--- src/include/dio_pkg.sv ---
// Package for the dual I/O port with shared reset pin.
// Assumes a single 250 MHz clock domain and an 8-bit register port.
package dio_pkg;
  // ----------------------------------------------------------------
  // Register offsets (plain port, byte index)
  // ----------------------------------------------------------------
  localparam logic [3:0] ADDR_P0_DATA   = 4'h0;
  localparam logic [3:0] ADDR_P0_DIR    = 4'h1;
  localparam logic [3:0] ADDR_P0_PLU    = 4'h2;
  localparam logic [3:0] ADDR_P1_DATA   = 4'h3;
  localparam logic [3:0] ADDR_P1_DIR    = 4'h4;
  localparam logic [3:0] ADDR_P1_PLU    = 4'h5;
  localparam logic [3:0] ADDR_P2_DATA   = 4'h6;
  localparam logic [3:0] ADDR_SWRST     = 4'h7;
  localparam logic [3:0] ADDR_STATUS    = 4'h8;
  // ----------------------------------------------------------------
  // Widths, reset values, field positions
  // ----------------------------------------------------------------
  localparam int         PORT_W         = 8;
  localparam logic [7:0] RST_BYTE       = 8'h00;
  localparam logic [7:0] RST_SHARED     = 8'h80;
  localparam int         SHARED_BIT     = 7;
  localparam int         SWRST_GO_BIT   = 0;
  localparam int         ST_RUN_BIT     = 0;
  localparam int         ST_SWRST_BIT   = 1;
  localparam int         ST_PIN_BIT     = 2;
  // ----------------------------------------------------------------
  // Timing
  // ----------------------------------------------------------------
  localparam int         CLK_MHZ        = 250;
  localparam int         SWRST_PULSE_NS = 1000;
  localparam int         SWRST_CYC      = (SWRST_PULSE_NS * CLK_MHZ + 999) / 1000;
  localparam int         STAB_CYC_DEF   = 16384;
  localparam int         CNT_W          = 16;
endpackage : dio_pkg

--- src/include/dio_cfg_if.sv ---
// Interface carrying port configuration from the register file to the pads.
// Assumes both ends run on the same clock.
interface dio_cfg_if;
  logic [7:0] out_val;
  logic [7:0] dir;
  logic [7:0] plu;
  logic [7:0] pin_sync;
  logic [7:0] pin_raw;
  logic [7:0] drv_oe_n;
  logic [7:0] drv_o;
  logic [7:0] pull_en;
  modport regs (output out_val, output dir, output plu, input pin_sync);
  modport pads (input out_val, input dir, input plu, output pin_sync,
                input pin_raw, output drv_oe_n, output drv_o, output pull_en);
endinterface : dio_cfg_if

--- src/core/dio_top.sv ---
// Dual 8-bit GPIO port with the shared active-low reset pin.
// Assumes CLK at 250 MHz, RESET_PIN_ACTIVE_LOW is the pin reset already conditioned,
// and the board resolves pad levels from the output enables.
//
// Design decisions made here: the address-and-strobe port and the placing of the registers.
module dio_top
  import dio_pkg::*;
#(
  parameter int STAB_CYC = STAB_CYC_DEF
)(
  input  wire logic       CLK,
  input  wire logic       RESET_PIN_ACTIVE_LOW,
  input  wire logic       CE,
  input  wire logic [3:0] ADDR,
  input  wire logic [7:0] WDATA,
  input  wire logic       WR,
  input  wire logic       RD,
  output logic      [7:0] RDATA,
  input  wire logic [7:0] P0_I,
  output logic      [7:0] P0_O,
  output logic      [7:0] P0_OE_N,
  output logic      [7:0] P0_PU,
  input  wire logic [7:0] P1_I,
  output logic      [7:0] P1_O,
  output logic      [7:0] P1_OE_N,
  output logic      [7:0] P1_PU,
  input  wire logic       RESET_PIN_I,
  output logic            RESET_PIN_O,
  output logic            RESET_PIN_OE_N,
  output logic            CORE_RUN
);
  typedef enum logic [2:0] {
    ST_STAB = 3'h1,
    ST_RUN  = 3'h2,
    ST_PULL = 3'h4
  } dio_state_t;

  // ----------------------------------------------------------------
  // Declarations
  // ----------------------------------------------------------------
  // One configuration bundle per port, shared with its pad slice
  dio_cfg_if cfg0 ();
  dio_cfg_if cfg1 ();

  // Software-visible port registers
  logic [7:0]       p0_data_ff;
  logic [7:0]       p0_dir_ff;
  logic [7:0]       p0_plu_ff;
  logic [7:0]       p1_data_ff;
  logic [7:0]       p1_dir_ff;
  logic [7:0]       p1_plu_ff;
  logic             shared_ff;
  logic [7:0]       nxt_p0_data;
  logic [7:0]       nxt_p0_dir;
  logic [7:0]       nxt_p0_plu;
  logic [7:0]       nxt_p1_data;
  logic [7:0]       nxt_p1_dir;
  logic [7:0]       nxt_p1_plu;
  logic             nxt_shared;

  // Registered read data
  logic [7:0]       rdata_ff;
  logic [7:0]       nxt_rdata;

  // Reset sequencer
  dio_state_t       state_ff;
  dio_state_t       nxt_state;
  logic [CNT_W-1:0] cnt_ff;
  logic [CNT_W-1:0] nxt_cnt;

  // Reset pin synchroniser
  logic             rpin_s1_ff;
  logic             rpin_s2_ff;
  logic             nxt_rpin_s1;
  logic             nxt_rpin_s2;

  // Qualified bus strobes
  logic             wr_en;
  logic             swrst_req;

  // ----------------------------------------------------------------
  // Helpers
  // ----------------------------------------------------------------
  // Write hit on a given offset
  function automatic logic wr_hit(input logic [3:0] a, input logic [3:0] target);
    wr_hit = (a == target);
  endfunction : wr_hit

  // Input bits show the pin, output bits the stored data
  // Output bits read back the register, not the pad, by choice
  function automatic logic [7:0] port_view(input logic [7:0] dir,
                                           input logic [7:0] data,
                                           input logic [7:0] pin);
    port_view = (dir & data) | (~dir & pin);
  endfunction : port_view

  // ----------------------------------------------------------------
  // Pad instances
  // ----------------------------------------------------------------
  assign cfg0.out_val = p0_data_ff;
  assign cfg0.dir     = p0_dir_ff;
  assign cfg0.plu     = p0_plu_ff;
  assign cfg0.pin_raw = P0_I;
  assign cfg1.out_val = p1_data_ff;
  assign cfg1.dir     = p1_dir_ff;
  assign cfg1.plu     = p1_plu_ff;
  assign cfg1.pin_raw = P1_I;

  // Pads own the pin synchronisers; configuration stays here
  dio_pad8 u_pad0 (.CLK(CLK), .RESET_PIN_ACTIVE_LOW(RESET_PIN_ACTIVE_LOW), .CE(CE), .cfg(cfg0));
  dio_pad8 u_pad1 (.CLK(CLK), .RESET_PIN_ACTIVE_LOW(RESET_PIN_ACTIVE_LOW), .CE(CE), .cfg(cfg1));

  assign P0_O    = cfg0.drv_o;
  assign P0_OE_N = cfg0.drv_oe_n;
  assign P0_PU   = cfg0.pull_en;
  assign P1_O    = cfg1.drv_o;
  assign P1_OE_N = cfg1.drv_oe_n;
  assign P1_PU   = cfg1.pull_en;

  // ----------------------------------------------------------------
  // Register file
  // ----------------------------------------------------------------
  // Writes only land while running and enabled; no soft state changes mid-pull
  assign wr_en     = CE && WR && (state_ff == ST_RUN);
  assign swrst_req = wr_en && wr_hit(ADDR, ADDR_SWRST) && WDATA[SWRST_GO_BIT];

  // Hold by default; unmapped offsets fall through untouched
  always_comb begin
    nxt_p0_data = p0_data_ff;
    nxt_p0_dir  = p0_dir_ff;
    nxt_p0_plu  = p0_plu_ff;
    nxt_p1_data = p1_data_ff;
    nxt_p1_dir  = p1_dir_ff;
    nxt_p1_plu  = p1_plu_ff;
    nxt_shared  = shared_ff;
    if (wr_en) begin
      if (wr_hit(ADDR, ADDR_P0_DATA)) nxt_p0_data = WDATA;
      if (wr_hit(ADDR, ADDR_P0_DIR))  nxt_p0_dir  = WDATA;
      if (wr_hit(ADDR, ADDR_P0_PLU))  nxt_p0_plu  = WDATA;
      if (wr_hit(ADDR, ADDR_P1_DATA)) nxt_p1_data = WDATA;
      if (wr_hit(ADDR, ADDR_P1_DIR))  nxt_p1_dir  = WDATA;
      if (wr_hit(ADDR, ADDR_P1_PLU))  nxt_p1_plu  = WDATA;
      if (wr_hit(ADDR, ADDR_P2_DATA)) nxt_shared  = WDATA[SHARED_BIT];
    end
  end

  // All inputs, pull-ups off after pin reset
  // Data clears too, so a bit turned to output later starts low
  always_ff @(posedge CLK or negedge RESET_PIN_ACTIVE_LOW) begin
    if (!RESET_PIN_ACTIVE_LOW) begin
      p0_data_ff <= RST_BYTE;
      p0_dir_ff  <= RST_BYTE;
      p0_plu_ff  <= RST_BYTE;
      p1_data_ff <= RST_BYTE;
      p1_dir_ff  <= RST_BYTE;
      p1_plu_ff  <= RST_BYTE;
      shared_ff  <= RST_SHARED[SHARED_BIT];
    end else begin
      p0_data_ff <= nxt_p0_data;
      p0_dir_ff  <= nxt_p0_dir;
      p0_plu_ff  <= nxt_p0_plu;
      p1_data_ff <= nxt_p1_data;
      p1_dir_ff  <= nxt_p1_dir;
      p1_plu_ff  <= nxt_p1_plu;
      shared_ff  <= nxt_shared;
    end
  end

  // ----------------------------------------------------------------
  // Read path, data one cycle after the strobe
  // ----------------------------------------------------------------
  // Reads work during the stabilise wait, so software can poll status;
  // an idle slot with CE high clears; with CE low the last read data hold on the bus
  always_comb begin
    nxt_rdata = RST_BYTE;
    if (!CE) begin
      nxt_rdata = rdata_ff;
    end else if (RD) begin
      unique case (ADDR)
        ADDR_P0_DATA: nxt_rdata = port_view(p0_dir_ff, p0_data_ff, cfg0.pin_sync);
        ADDR_P0_DIR:  nxt_rdata = p0_dir_ff;
        ADDR_P0_PLU:  nxt_rdata = p0_plu_ff;
        ADDR_P1_DATA: nxt_rdata = port_view(p1_dir_ff, p1_data_ff, cfg1.pin_sync);
        ADDR_P1_DIR:  nxt_rdata = p1_dir_ff;
        ADDR_P1_PLU:  nxt_rdata = p1_plu_ff;
        ADDR_P2_DATA: begin
          nxt_rdata             = RST_BYTE;
          nxt_rdata[SHARED_BIT] = rpin_s2_ff;
        end
        ADDR_STATUS: begin
          nxt_rdata               = RST_BYTE;
          nxt_rdata[ST_RUN_BIT]   = (state_ff == ST_RUN);
          nxt_rdata[ST_SWRST_BIT] = (state_ff == ST_PULL);
          nxt_rdata[ST_PIN_BIT]   = shared_ff;
        end
        default:      nxt_rdata = RST_BYTE;   // Unmapped reads zero
      endcase
    end
  end

  // Read slot register
  always_ff @(posedge CLK or negedge RESET_PIN_ACTIVE_LOW) begin
    if (!RESET_PIN_ACTIVE_LOW) begin
      rdata_ff <= RST_BYTE;
    end else begin
      rdata_ff <= nxt_rdata;
    end
  end

  assign RDATA = rdata_ff;

  // ----------------------------------------------------------------
  // Reset pin sampling
  // ----------------------------------------------------------------
  // Pin idles high on its pull-up; resetting the flops high avoids
  // a false low reading in the first cycles after reset
  always_comb begin
    nxt_rpin_s1 = CE ? RESET_PIN_I : rpin_s1_ff;
    nxt_rpin_s2 = CE ? rpin_s1_ff : rpin_s2_ff;
  end

  // Two flops before the read path sees the pin
  always_ff @(posedge CLK or negedge RESET_PIN_ACTIVE_LOW) begin
    if (!RESET_PIN_ACTIVE_LOW) begin
      rpin_s1_ff <= RST_SHARED[SHARED_BIT];
      rpin_s2_ff <= RST_SHARED[SHARED_BIT];
    end else begin
      rpin_s1_ff <= nxt_rpin_s1;
      rpin_s2_ff <= nxt_rpin_s2;
    end
  end

  // ----------------------------------------------------------------
  // Reset sequencer
  // ----------------------------------------------------------------
  // Stabilise wait, then run; soft reset pulls the pin for a while.
  // The pulled pin asserts RESET_PIN_ACTIVE_LOW itself, which restarts everything.
  // CE low freezes the count, so the wait stretches with the enable.
  // A request with the shared bit still high is dropped silently.
  always_comb begin
    nxt_state = state_ff;
    nxt_cnt   = cnt_ff;
    if (CE) begin
      unique case (state_ff)
        ST_STAB: begin
          if (cnt_ff >= CNT_W'(STAB_CYC - 1)) begin
            nxt_state = ST_RUN;
            nxt_cnt   = '0;
          end else begin
            nxt_cnt = cnt_ff + 1'b1;
          end
        end
        ST_RUN: begin
          if (swrst_req && !shared_ff) begin
            nxt_state = ST_PULL;
            nxt_cnt   = '0;
          end
        end
        ST_PULL: begin
          // Fallback end if the board never feeds the pin back
          if (cnt_ff >= CNT_W'(SWRST_CYC - 1)) begin
            nxt_state = ST_STAB;
            nxt_cnt   = '0;
          end else begin
            nxt_cnt = cnt_ff + 1'b1;
          end
        end
        default: begin
          nxt_state = ST_STAB;
          nxt_cnt   = '0;
        end
      endcase
    end
  end

  // Pin reset restarts the stabilise wait
  always_ff @(posedge CLK or negedge RESET_PIN_ACTIVE_LOW) begin
    if (!RESET_PIN_ACTIVE_LOW) begin
      state_ff <= ST_STAB;
      cnt_ff   <= '0;
    end else begin
      state_ff <= nxt_state;
      cnt_ff   <= nxt_cnt;
    end
  end

  // Open drain: output level always low, enable only while pulling
  // Never drives high; the board pull-up gives the released level
  assign RESET_PIN_O    = 1'b0;
  assign RESET_PIN_OE_N = (state_ff != ST_PULL);
  assign CORE_RUN       = (state_ff == ST_RUN);
endmodule : dio_top

--- src/core/dio_pad8.sv ---
// One 8-bit tri-state port: drivers, pull-ups and input synchroniser.
// Assumes the interface supplies raw pin levels from outside the domain.
module dio_pad8
  import dio_pkg::*;
(
  input  wire logic CLK,
  input  wire logic RESET_PIN_ACTIVE_LOW,
  input  wire logic CE,
  dio_cfg_if.pads   cfg
);
  logic [7:0] sync1_ff;
  logic [7:0] sync2_ff;
  logic [7:0] nxt_sync1;
  logic [7:0] nxt_sync2;

  // ----------------------------------------------------------------
  // Pin sampling
  // ----------------------------------------------------------------
  // Two stages before anything reads the pin
  always_comb begin
    nxt_sync1 = CE ? cfg.pin_raw : sync1_ff;
    nxt_sync2 = CE ? sync1_ff : sync2_ff;
  end

  always_ff @(posedge CLK or negedge RESET_PIN_ACTIVE_LOW) begin
    if (!RESET_PIN_ACTIVE_LOW) begin
      sync1_ff <= RST_BYTE;
      sync2_ff <= RST_BYTE;
    end else begin
      sync1_ff <= nxt_sync1;
      sync2_ff <= nxt_sync2;
    end
  end

  // ----------------------------------------------------------------
  // Drivers
  // ----------------------------------------------------------------
  // Direction 1 drives stored data, 0 floats; pull-up only when selected
  assign cfg.drv_o    = cfg.out_val;
  assign cfg.drv_oe_n = ~cfg.dir;
  assign cfg.pull_en  = cfg.plu;
  assign cfg.pin_sync = sync2_ff;
endmodule : dio_pad8

--- config.mk ---
export PLATFORM = sky130hd
export DESIGN_NAME = dio_top
export DESIGN_NICKNAME = d
export VERILOG_FILES = /design/src/include/dio_pkg.sv /design/src/include/dio_cfg_if.sv /design/src/core/dio_top.sv /design/src/core/dio_pad8.sv
export SDC_FILE = /design/constraint.sdc
export NUM_CORES = 1
export LEC_CHECK = 0
export ABC_AREA = 1
export BUFFER_PORTS_ARGS = -buffer_cell sky130_fd_sc_hd__buf_4
export CAP_MARGIN = 20
export CORE_MARGIN = 2
export CORE_UTILIZATION = 60
export CTS_CLUSTER_DIAMETER = 50
export DETAILED_ROUTE_END_ITERATION = 8
export MAX_ROUTING_LAYER = met4
export PLACE_DENSITY = 0.91
export SLEW_MARGIN = 5
export SYNTH_ARGS = -nofsm -noshare
export SYNTH_HDL_FRONTEND = slang
export SYNTH_SLANG_ARGS = --single-unit
--- constraint.sdc ---
create_clock -name CLK -period 3.8 [get_ports CLK]
set_clock_uncertainty 0.05 [all_clocks]
set_input_delay 0.19 -clock CLK [delete_from_list [all_inputs] [get_ports CLK]]
set_output_delay 0.19 -clock CLK [all_outputs]
set_load 0.005 [all_outputs]
* Word-level counts from Yosys, hierarchy flattened
Index checks and enable logic that the tools add are counted.
Storage, ports and cells: output and inout bits 59, register bits after elaboration 110, input port bits 34
Cells by class: reduce and logical (&&, ||, !) cells 16, equality and inequality tests 15, mux-type cells 10, add/subtract/negate cells 1, $lt $le $gt $ge 2, bitwise operators 8
Operator list (number):
- 8-bit one-hot mux with 8 select lines | 1
- 16-bit 2-to-1 mux | 3
- 16-bit one-hot mux with 3 select lines | 1
- 8-bit AND | 4
- 16-bit by 1-bit adder with 16-bit output, second input constant | 1
- 4-bit by 3-bit == test with 1-bit output, second input constant | 4
- 16-bit by 14-bit >= comparator with 1-bit output, second input constant | 1
- 16-bit by 8-bit >= comparator with 1-bit output, second input constant | 1
- 8-bit inverter | 2
- 8-bit OR | 2
- 2-bit AND reduction | 8
- 3-bit 2-to-1 mux | 3
- 3-bit one-hot mux with 3 select lines | 1
- 4-bit by 2-bit == test with 1-bit output, second input constant | 2
- 8-bit 2-to-1 mux | 1
- 1-bit logical AND | 5
- 4-bit by 1-bit == test with 1-bit output, second input constant | 1
- 4-bit == test, second input constant | 1
- 4-bit logical NOT | 1
- 2-bit by 1-bit != test with 1-bit output, second input constant | 2
- 4-bit AND reduction | 1
- 3-bit by 1-bit == test with 1-bit output, second input constant | 1
- 3-bit by 2-bit == test with 1-bit output, second input constant | 1
- 3-bit == test, second input constant | 1
- 3 further kinds | 3

* Logic depth before layout (Yosys ltp)
Gate-level depths: netlist (run 1).
word-level depth 7, depth in mapped cells 10

* Modules after synthesis
From an unflattened synthesis (run 1), not the netlist that was laid out.
Unflattened totals: cells, all modules 752, area total of the unflattened synthesis 5766.8 µm²
Modules (own cells, without submodules):
- dio_top | instances 1, area an instance 4112.7 µm², sequential area each 1956.9 µm², cells an instance 568
- dio_pad8 | instances 2, area an instance 827.0 µm², sequential area each 400.4 µm², cells an instance 92

* Worst setup path before layout (run 1)
Ideal clock, no wire load.
path kind register to register, start reg cnt_ff[0], end reg cnt_ff[13], path buffers 1, period minus slack after synthesis 1.537 ns, slack 2.263 ns, data arrival time 1.371 ns, cell stages (with the launch flop) 10, cell sequence dfrtp_1 ha_1 nand2_1 nor2_4 nand4_1 nand2_2 nand3_2 inv_2 buf_6 nor2_1
Between the ends: word-level cells in the longest chain between the ends 3, elaborated cells between the ends (all ways) 6, classes of those cells add/sub (1); order compare (2); mux (3)
RTL lines:
- from (decl) | RTL line dio_top.sv:68 | logic [CNT_W-1:0] cnt_ff;
- from (signal assigned) | RTL line dio_top.sv:283 | cnt_ff <= nxt_cnt;
- 16-bit by 1-bit adder with 16-bit output, or another cell as far along | RTL line dio_top.sv:250, dio_top.sv:265
- 16-bit 2-to-1 mux, on equally long branches | RTL line dio_top.sv:261, dio_top.sv:246
- 16-bit one-hot mux with 3 select lines (*) | RTL line dio_top.sv:244 | unique case (state_ff)
Every way passes the cells marked *; elsewhere a longest branch is shown, timed or not. A chain may end at the register's enable or synchronous reset.

* Worst setup path after layout (run 1)
start reg state_ff[0], end reg cnt_ff[3]
Between the ends: word-level cells in the longest chain between the ends 7, elaborated cells between the ends (all ways) 10, classes of those cells eq/ne (4); mux (1); reduce/logical (5)
RTL lines:
- from (decl) | RTL line dio_top.sv:66 | dio_state_t state_ff;
- from (signal assigned) | RTL line dio_top.sv:282 | state_ff <= nxt_state;
- 3-bit by 2-bit == test with 1-bit output | RTL line dio_top.sv:124, dio_top.sv:244
- 1-bit logical AND | RTL line dio_top.sv:124 | assign wr_en = CE && WR && (state_ff == ST_RUN);
- 1-bit logical AND (2 in series) | RTL line dio_top.sv:125 | assign swrst_req = wr_en && wr_hit(ADDR, ADDR_SWRST) && WDATA[SWRST_GO_BIT];
- 1-bit logical AND | RTL line dio_top.sv:254 | if (swrst_req && !shared_ff) begin
- 2-bit by 1-bit != test with 1-bit output (no source line)
- 2-bit AND reduction (no source line)
Several ways; a longest one is shown, not always the timed one.

==> impl_metrics.tcl, run 1 <==
set metrics [dict create \
    max_slew_margin_pct 46.5 \
    yosys_warnings 0 \
    first_pass_iters 6 \
    post-cts-setup-buffers 0 \
    drtAntennaViolNets 0 \
    tightest_slew_ns 0.802 \
    worst_ep_required_time_ns 4.01 \
    cp_max_fo 30 \
    grt_max_degree 65 \
    n_fill_cell 633 \
    holdBufCountCts 18 \
    synth_area_sq_um 5460 \
    post-dp-hpwl_mm 10.2 \
    root_buffer "clkbuf_8" \
    clockBufferDepth 2 \
    fp-row-count 34 \
    antenna_cells 0 \
    io_pins 93 \
    wirelength_mm 14.0 \
    portBuffers 91 \
    cts_sinks 110 \
    initial_core_util_pct 62.3 \
    setup_viol 0 \
    power.density_nw_per_um2 430 \
    fin_ws_ns 1.96 \
    start_kind "flip-flop" \
    p_leak_uw 0.00331 \
    drc 0 \
    status "completed" \
    endpoint_kind "flip-flop" \
    slowest_delay_ns 0.56 \
    mostFrequentLayoutCell "nand2_1" \
    wl_per_cell_um 15.5 \
    worstSetupPathType "flip-flop to flip-flop" \
    fp.dieW_um 99.4 \
    nNetsFinal 826 \
    grt_use_total_pct 30.3 \
    area_growth_pct 19.2 \
    postSynth.asyncResetShare_pct 100 \
    syn_inst 688 \
    finalSetupTns_ns 0 \
    cap_violations 0 \
    ys_seq_area_share_pct 50.5 \
    tritoncts "built" \
    multi_input_area_sq_um 2210 \
    fin_crit_ns 1.84 \
    synth_edf_count 0 \
    syn_nets 725 \
    clock_latency_ns 0.38 \
    report.final.slew_viol_count 0 \
    synth_seq_cells 110 \
    place_congestion 0.937 \
    synth_cell_type_count 31 \
    final_cell_mix "nand2_1 (246), dfrtp_1 (106), buf_4 (93)" \
    syn_area_per_cell_sq_um 7.94 \
    clkTransAtPathRegs_ns 0.12 \
    fin_util_pct 74.3 \
    vias 4931 \
    htree_levels 3 \
    antenna_found_initial 0 \
    gr-total-overflow 0 \
    fmax_mhz 542 \
    power_uw 2800 \
    rsz0062_at_grt "false" \
    worstHoldPathType "primary input to flip-flop" \
    slowest_stage "dfstp_2" \
    grt_pass1_wl_mm 22.9 \
    final_min_period_over_clock_period_pct 48.6 \
    ys.flop_type "dfrtp_1" \
    post_cts_resize_count 0 \
    dieArea_sq_um 9880 \
    numCtsBuffers 9 \
    via_per_inst 5.47 \
    regArea_sq_um 2760 \
    dp_slack_ns 1.89 \
    grt_pass1_vias 4791 \
    drive_gt1_share_pct 20.2 \
    crit_arrival_ns 2.06 \
    hold_viol_final 0 \
    die_h_um 99.4 \
    drtIter0Drc 320 \
    core-area_sq_um 8760 \
    crit_path_cell_trace "inv_1, nand3_4, nand2_1, nand2_4, nand3_2, inv_2, nor2_1" \
    peakVddDrop_mv 0.262 \
]
[critical path, delay by kind of cell, from the launching register on]
kind                   cells  cell delay (ns)
and+or+nand+nor            5             0.81
buffers and inverters      2             0.29
DFF                        1             0.56
[registers in the layout, indices dropped and copies added, names as in the netlist]
| signal | count |
|---|---|
| rpin_s2_ff | 1 |
| cfg1.dir | 8 |
| cfg0.out_val | 8 |
| cfg0.plu | 8 |
| shared_ff | 1 |
| cfg1.out_val | 8 |
| RDATA | 8 |
| cfg0.dir | 8 |
| cfg1.plu | 8 |
| u_pad0.cfg.pin_sync | 8 |
| u_pad1.cfg.pin_sync | 8 |
| state_ff | 3 |
| u_pad1.sync1_ff | 8 |
| rpin_s1_ff | 1 |
| cnt_ff | 16 |
| u_pad0.sync1_ff | 8 |
[final cells by class]
type	instances	area share, %
sequential	110	42.4
clock buffer	9	1.90
tap	108	2.08
clock inverter	7	1.21
inverter	86	4.96
multi-input combinational	471	34.0
timing repair buffer	111	13.5
[kinds of logic after synthesis]
logic type	after synthesis	synth area share (%)
buffers and inverters	107	9.00
AOI/OAI and AO/OA	100	9.83
DFF	110	50.5
other	1	0.0686
and+or+nand+nor	366	29.8
adders and majority gates	3	0.687
xor gates and xnor gates	1	0.160
[report_power, final]
group          internal [uW]  switching [uW]
Clock                    260             450
Sequential              1320             121
Combinational            271             378
[worst paths after layout]
| path | startpoint | slack, ns | cells past startpoint | to |
|---|---|---|---|---|
| max | state_ff[0] | 1.96 | 7 | cnt_ff[3] |
| min reg2reg | u_pad1.sync1_ff[1] | 0.43 | 2 | u_pad1.sync1_ff[1] |
| min in group asynchronous | RESET_PIN_ACTIVE_LOW | 0.35 | 2 | cfg0.plu[6] |
| max in group asynchronous | RESET_PIN_ACTIVE_LOW | 2.43 | 3 | rpin_s2_ff |
| max reg2reg | state_ff[0] | 1.96 | 7 | cnt_ff[3] |
| min | WDATA[0] | 0.05 | 3 | state_ff[2] |
[layer usage]
layer / part of all wire [%] / track usage (%) / vias to the layer above
met4: 3.0 / 10.3 / 0
met3: 7.0 / 5.76 / 39
li1: - / - / 2346
met2: 49 / 47.8 / 217
met5: 0 / - / -
met1: 41 / 39.8 / 2329
[cell usage after synthesis, types with 2 or more instances]
cell type / count / area share [%]
nor2_1: 48 / 3.3
nand2_4: 2 / 0.41
nand3_2: 5 / 0.92
o21ai_0: 71 / 6.5
clkbuf_1: 7 / 0.48
nand4_1: 7 / 0.80
dfstp_2: 4 / 1.9
ha_1: 3 / 0.69
buf_12: 2 / 0.73
buf_4: 2 / 0.27
nor3_1: 8 / 0.73
dfrtp_1: 106 / 49
nand2_2: 10 / 1.1
nand2_1: 246 / 17
nand3_4: 4 / 1.3
inv_1: 81 / 5.6
o21ai_1: 17 / 1.6
nor2_2: 6 / 0.69
nand3_1: 24 / 2.2
inv_2: 5 / 0.34
o21ai_2: 8 / 1.3
buf_6: 6 / 1.2
a21oi_1: 2 / 0.18
buf_2: 4 / 0.37
nor2_4: 4 / 0.82
[stage by stage]
stage               cell area [sq um]  hold slack, ns  cells
finish                           6510          0.0507    902
global route                     6510          0.0693    902
CTS                              6510          0.0500    902
detailed placement               6130           0.268    868
global placement                 6130           0.258    868
floorplan                        5460          -0.156    688
(Power assumes the default switching activity.)
==> inputs of run 2 (changes only) <==
--- a/config.mk
+++ b/config.mk
@@ -9,11 +9,11 @@
 export BUFFER_PORTS_ARGS = -buffer_cell sky130_fd_sc_hd__buf_4
 export CAP_MARGIN = 20
 export CORE_MARGIN = 2
-export CORE_UTILIZATION = 60
+export CORE_UTILIZATION = 51
 export CTS_CLUSTER_DIAMETER = 50
 export DETAILED_ROUTE_END_ITERATION = 8
 export MAX_ROUTING_LAYER = met4
-export PLACE_DENSITY = 0.91
+export PLACE_DENSITY = 0.83
 export SLEW_MARGIN = 5
 export SYNTH_ARGS = -nofsm -noshare
 export SYNTH_HDL_FRONTEND = slang
==> constraint.sdc (replaced) <==
create_clock -name CLK -period 1.5 [get_ports CLK]
set_clock_uncertainty 0.05 [all_clocks]
set_input_delay 0.075 -clock CLK [delete_from_list [all_inputs] [get_ports CLK]]
set_output_delay 0.075 -clock CLK [all_outputs]
set_load 0.005 [all_outputs]
==> run 2 against run 1 <==
Effect of this change: the flow now finishes with violations (setup timing); register-to-register slack worse by 2.1 ns; combinational power grew to 3.6 times the previous value; worst setup slack worse by 2.1 ns; final cell count is 8.2% higher; sequential power grew to 2.6 times the previous value; clock power grew to 2.6 times the previous value; sequential share of layout area is 4.6 points lower; global-route usage is 2.0 points lower; largest cell class unchanged.
==> impl_metrics.tcl, run 2 (same netlist as run 1, synthesis figures left out) <==
set metrics [dict create \
    clock_latency_ns 0.39 \
    hold_depth 3 \
    worstHoldPathType "primary input to flip-flop" \
    antenna_found_initial 0 \
    worstSetupPathType "flip-flop to flip-flop" \
    largest-register "cnt_ff" \
    fmax_mhz 626 \
    failed_checks "setup timing" \
    crit_arrival_ns 1.84 \
    fp.dieW_um 107 \
    numCtsBuffers 9 \
    drtIter0Drc 371 \
    rsz0062_at_grt "true" \
    nNetsFinal 873 \
    htree_levels 3 \
    dieArea_sq_um 11600 \
    first_pass_iters 5 \
    io_pins 93 \
    vias 5239 \
    tritoncts "built" \
    wl_per_cell_um 16.1 \
    start_kind "flip-flop" \
    power.density_nw_per_um2 1070 \
    power_uw 7850 \
    finalSetupTns_ns -0.937 \
    r2r_cells 9 \
    via_per_inst 5.37 \
    report.final.slew_viol_count 0 \
    peakVddDrop_mv 0.778 \
    final_cell_mix "nand2_1 (223), buf_4 (118), dfrtp_1 (105)" \
    fp-row-count 37 \
    hold_viol_final 0 \
    clockBufferDepth 2 \
    final_min_period_over_clock_period_pct 106 \
    cp_max_fo 6 \
    grt_pass1_vias 4998 \
    clkTransAtPathRegs_ns 0.10 \
    drive_gt1_share_pct 31.0 \
    worst_ep_required_time_ns 1.74 \
    gr-total-overflow 0 \
    cts_sinks 110 \
    dp_slack_ns -0.123 \
    fin_crit_ns 1.60 \
    grt_use_total_pct 28.2 \
    fin_ws_ns -0.0964 \
    wirelength_mm 15.7 \
    mostFrequentLayoutCell "nand2_1" \
    drtAntennaViolNets 0 \
    portBuffers 91 \
    p_leak_uw 0.00364 \
    grt_pass1_wl_mm 24.3 \
    area_growth_pct 33.7 \
    grt_max_degree 52 \
    initial_core_util_pct 52.7 \
    cap_violations 0 \
    drc 0 \
    core-area_sq_um 10400 \
    post-dp-hpwl_mm 10.6 \
    largest_register_ffs 16 \
    place_congestion 0.914 \
    setup_viol 25 \
    antenna_cells 0 \
    endpoint_kind "flip-flop" \
    hold_slack_ns 0.0273 \
    root_buffer "clkbuf_8" \
    status "finished, violations left" \
    die_h_um 107 \
]
## run 2: cell types whose count changed in the layout (fill, tap and decap cells not counted), moves of 14 or more
cell / delta
buf_4: +25
o21ai_0: -21
nand2_2: +18
o21ai_1: +17
nand2_1: -23
nor2_1: -14
## run 2: metrics by stage
stage                     instances  cell area (sq um)  utilization (%)
final                           976               7310             70.5
after global routing            976               7310             70.5
after CTS                       966               6940             66.9
after detailed placement        923               6410             61.8
after global placement          923               6410             61.8
after floorplan                 688               5470                -
## run 2: path summary, 6_finish.rpt
path	start	endpoint	slack, ns
hold reg to reg	rpin_s1_ff	rpin_s1_ff	0.43
setup / recovery	cnt_ff[0]	cnt_ff[12]	-0.1
min in group asynchronous	RESET_PIN_ACTIVE_LOW	state_ff[2]	0.13
max in group asynchronous	RESET_PIN_ACTIVE_LOW	rpin_s1_ff	0.62
setup reg to reg	cnt_ff[0]	cnt_ff[12]	-0.1
hold / removal	WDATA[6]	cfg1.plu[6]	0.03
## run 2: power breakdown
group / switching [uW] / total [uW] / internal [uW] / leakage, uW
Sequential: 333 / 3680 / 3340 / 0.00146
Combinational: 1250 / 2330 / 1080 / 0.00208
Clock: 1060 / 1840 / 782 / 0.000102
Total: 2640 / 7850 / 5210 / 0.00364
## run 2: final cells by class
type	instances	area [sq um]
fill	814	3060
sequential	110	2760
multi-input combinational	476	2520
timing repair buffer	152	1320
inverter	86	330
tap	136	170
clock buffer	9	124
clock inverter	6	68.8
timing repair inverter	1	16.3
## run 2: what timing repair did
| action | CTS | global route |
|---|---|---|
| hold buffers | 19 | 0 |
| gates resized for setup | 15 | 93 |
| pin swaps | 5 | 44 |
| setup endpoints to repair | 56 | 56 |
| cloned | 4 | 4 |
| buffers inserted | 5 | 6 |
| endpoints found under the hold margin | 96 | 0 |
## run 2: critical path, cell delays in order, from the launching register on
cell,delay [ns]
dfrtp_1,0.43
ha_2,0.22
nand2_2,0.06
nor2_4,0.09
nand4_1,0.11
nand2_2,0.13
nand3_4,0.13
buf_12,0.16
clkinv_8,0.07
nor2_1,0.05
## run 2: metal layers
metal  GRT usage [%]  vias to the layer above  routed length, um
met1            35.6                     2486               6190
met5               -                        -                  0
met3            3.57                       55               1060
met2            45.9                      239               7770
met4            12.5                        0                682
li1                -                     2459                  -
==> inputs of run 3 (changes only) <==
--- a/config.mk
+++ b/config.mk
@@ -5,15 +5,15 @@
 export SDC_FILE = /design/constraint.sdc
 export NUM_CORES = 1
 export LEC_CHECK = 0
-export ABC_AREA = 1
-export BUFFER_PORTS_ARGS = -buffer_cell sky130_fd_sc_hd__buf_4
+export ABC_AREA = 0
 export CAP_MARGIN = 20
 export CORE_MARGIN = 2
-export CORE_UTILIZATION = 51
+export CORE_UTILIZATION = 57
 export CTS_CLUSTER_DIAMETER = 50
 export DETAILED_ROUTE_END_ITERATION = 8
+export DONT_BUFFER_PORTS = 1
 export MAX_ROUTING_LAYER = met4
-export PLACE_DENSITY = 0.83
+export PLACE_DENSITY = 0.82
 export SLEW_MARGIN = 5
 export SYNTH_ARGS = -nofsm -noshare
 export SYNTH_HDL_FRONTEND = slang
==> run 3 against run 2 <==
Effect of this change: the flow finishes with violations (hold timing, setup timing); register-to-register slack got worse by 0.35 ns; core utilization rose by 7.9 points; combinational power barely moved; final area fell by 6.0%; routed wire length fell by 1.6%; sequential share of layout area rose by 2.4 points; area after synthesis fell by 5.0%; clock-buffer cell count did not move; power rose by 2.0%; global-route usage rose by 3.2 points; synthesized cell count fell by 33%; clock power barely moved; largest cell class unchanged.
==> impl_metrics.tcl, run 3 <==
set metrics [dict create \
    drc 0 \
    report.final.slew_viol_count 0 \
    dieArea_sq_um 9880 \
    synth_seq_cells 110 \
    cp_max_fo 7 \
    htree_levels 3 \
    first_pass_iters 5 \
    post-dp-hpwl_mm 9.23 \
    reg2reg_slack_ns -0.45 \
    grt_max_degree 111 \
    drtIter0Drc 362 \
    nNetsFinal 596 \
    hold_viol_final 111 \
    clockBufferDepth 2 \
    drtAntennaViolNets 0 \
    antenna_cells 0 \
    syn_inst 459 \
    wirelength_mm 15.4 \
    p_leak_uw 0.00314 \
    r2r_cells 8 \
    synthTopCellsByArea "dfrtp_1 (51%), mux2_2 (15%), o21ai_0 (3.1%)" \
    syn_nets 496 \
    yosysTopAreaCell "dfrtp_1" \
    design_area_sq_um 6870 \
    peakVddDrop_mv 0.886 \
    clkTransAtPathRegs_ns 0.10 \
    synth_cell_type_count 66 \
    startpoint "WDATA[0]" \
    antenna_found_initial 0 \
    worst_ep_required_time_ns 1.72 \
    vias 4251 \
    clock_latency_ns 0.39 \
    gr-total-overflow 0 \
    failed_checks "hold timing, setup timing" \
    crit_end "state_ff[1]" \
    endpoint_kind "flip-flop" \
    hold_slack_ns -0.684 \
    synth_edf_count 0 \
    grt_use_total_pct 31.4 \
    yosysMostFrequentCell "dfrtp_1" \
    largest_register_ffs 16 \
    syn_area_per_cell_sq_um 11.3 \
    final_min_period_over_clock_period_pct 135 \
    wl_per_cell_um 23.0 \
    tritoncts "built" \
    via_per_inst 6.34 \
    grt_pass1_vias 4301 \
    timing.rr.end "cnt_ff[8]" \
    ys_seq_area_share_pct 53.1 \
    place_congestion 0.900 \
    die_h_um 99.4 \
    power.density_nw_per_um2 1170 \
    synth_area_sq_um 5190 \
    start_kind "primary input" \
    crit_arrival_ns 2.25 \
    n_fill_cell 500 \
    numCtsBuffers 9 \
    tightest_slew_ns 0.678 \
    setup_viol 73 \
    fin_util_pct 78.3 \
    grt_pass1_wl_mm 23.2 \
    worstSetupPathType "primary input to flip-flop" \
    postSynth.asyncResetShare_pct 100 \
    mostFrequentLayoutCell "dfrtp_1" \
    max_slew_margin_pct 54.7 \
    r2r_start "cnt_ff[0]" \
    fp.dieW_um 99.4 \
    portBuffers 0 \
    final_cell_mix "dfrtp_1 (106), buf_4 (57), mux2_4 (36)" \
    area_growth_pct 32.3 \
    worstHoldPathType "primary input to asynchronous set/reset pin" \
    synth_common_cells "dfrtp_1 (106), mux2_2 (69), nor2_1 (32), o21ai_0 (32), nand2_1 (28)" \
    cap_violations 0 \
    core-area_sq_um 8760 \
    rsz0062_at_grt "true" \
    fin_crit_ns 2.02 \
    status "finished, violations left" \
    initial_core_util_pct 59.2 \
    yosys_warnings 0 \
    fmax_mhz 494 \
    fin_ws_ns -0.523 \
    root_buffer "clkbuf_8" \
    post_dp_cell_area_sq_um 5940 \
    largest-register "cnt_ff" \
    synth.top_cell.area_share_pct 51.1 \
    cts_sinks 110 \
    fp-row-count 34 \
    ys.flop_type "dfrtp_1" \
    drive_gt1_share_pct 42.1 \
    io_pins 93 \
]
[run 3: cells by family after synthesis]
group | Yosys count | synth area share, %
compound gates | 94 | 11.8
xor+xnor | 3 | 0.506
fa+ha+maj | 3 | 0.723
buf+inv | 45 | 3.86
flops | 110 | 53.1
mux | 80 | 17.2
other cells | 1 | 0.0723
simple gates | 123 | 12.7
[run 3: layer usage]
layer  share of wire (%)  vias to the layer above  GRT usage (%)
met4                 3.5                        0           10.5
met5                   0                        -              -
met2                  49                      227           50.9
met1                  38                     2125           38.4
li1                    -                     1837              -
met3                 9.8                       62           8.64
[run 3: power breakdown]
part	total (uW)	internal, uW	leakage (uW)	switching [uW]
combinational	2360	1260	0.00168	1110
clock	1810	761	0.0000953	1050
sequential	3830	3430	0.00137	398
[run 3: worst min-delay path by stage]
stage	from	slack, ns	end
2_1_floorplan	RESET_PIN_ACTIVE_LOW	-0.27	RDATA[0]
3_5_place_dp	RESET_PIN_ACTIVE_LOW	-0.27	cnt_ff[7]
6_report	RESET_PIN_ACTIVE_LOW	-0.68	cnt_ff[7]
3_3_place_gp	RESET_PIN_ACTIVE_LOW	-0.27	cnt_ff[7]
5_1_grt	RESET_PIN_ACTIVE_LOW	-0.70	cnt_ff[7]
4_1_cts	RESET_PIN_ACTIVE_LOW	-0.68	cnt_ff[7]
[run 3: worst max-delay path, cell delays in order]
cell	delay, ns
dlygate4sd3_1	0.91
nand4b_1	0.24
o21ai_1	0.26
and2_4	0.20
and3_1	0.22
mux2_1	0.33
[run 3: layout make-up]
type                            count  area [sq um]  area share, %
Clock inverter                      6          61.3          0.893
Sequential cell                   110          2760           40.2
Multi-Input combinational cell    305          2660           38.8
Timing Repair Buffer              108          1030           15.0
Tap cell                          108           135           1.97
Inverter                           25          93.8           1.37
Clock buffer                        9           124           1.80
[run 3: what timing repair did]
item | in CTS | in global routing
endpoints found under the setup margin | 73 | 77
pin swaps | 24 | 18
hold endpoints to repair | 203 | 111
cloned | 2 | 1
hold buffers | 31 | 1
gates resized for setup | 50 | 53
setup buffers | 6 | 1
[run 3: through the flow]
stage               total power, uW  setup TNS [ns]  std cells  setup slack (ns)  hold WS, ns
finish                         8010          -22.57        671            -0.523       -0.684
global route                   8280          -26.16        671            -0.542       -0.696
global placement               5590          -15.91        615            -0.395       -0.267
detailed placement             5690          -20.14        615            -0.536       -0.268
CTS                            7760          -20.72        668            -0.454       -0.681
floorplan                      5020          -14.96        459            -0.327       -0.271
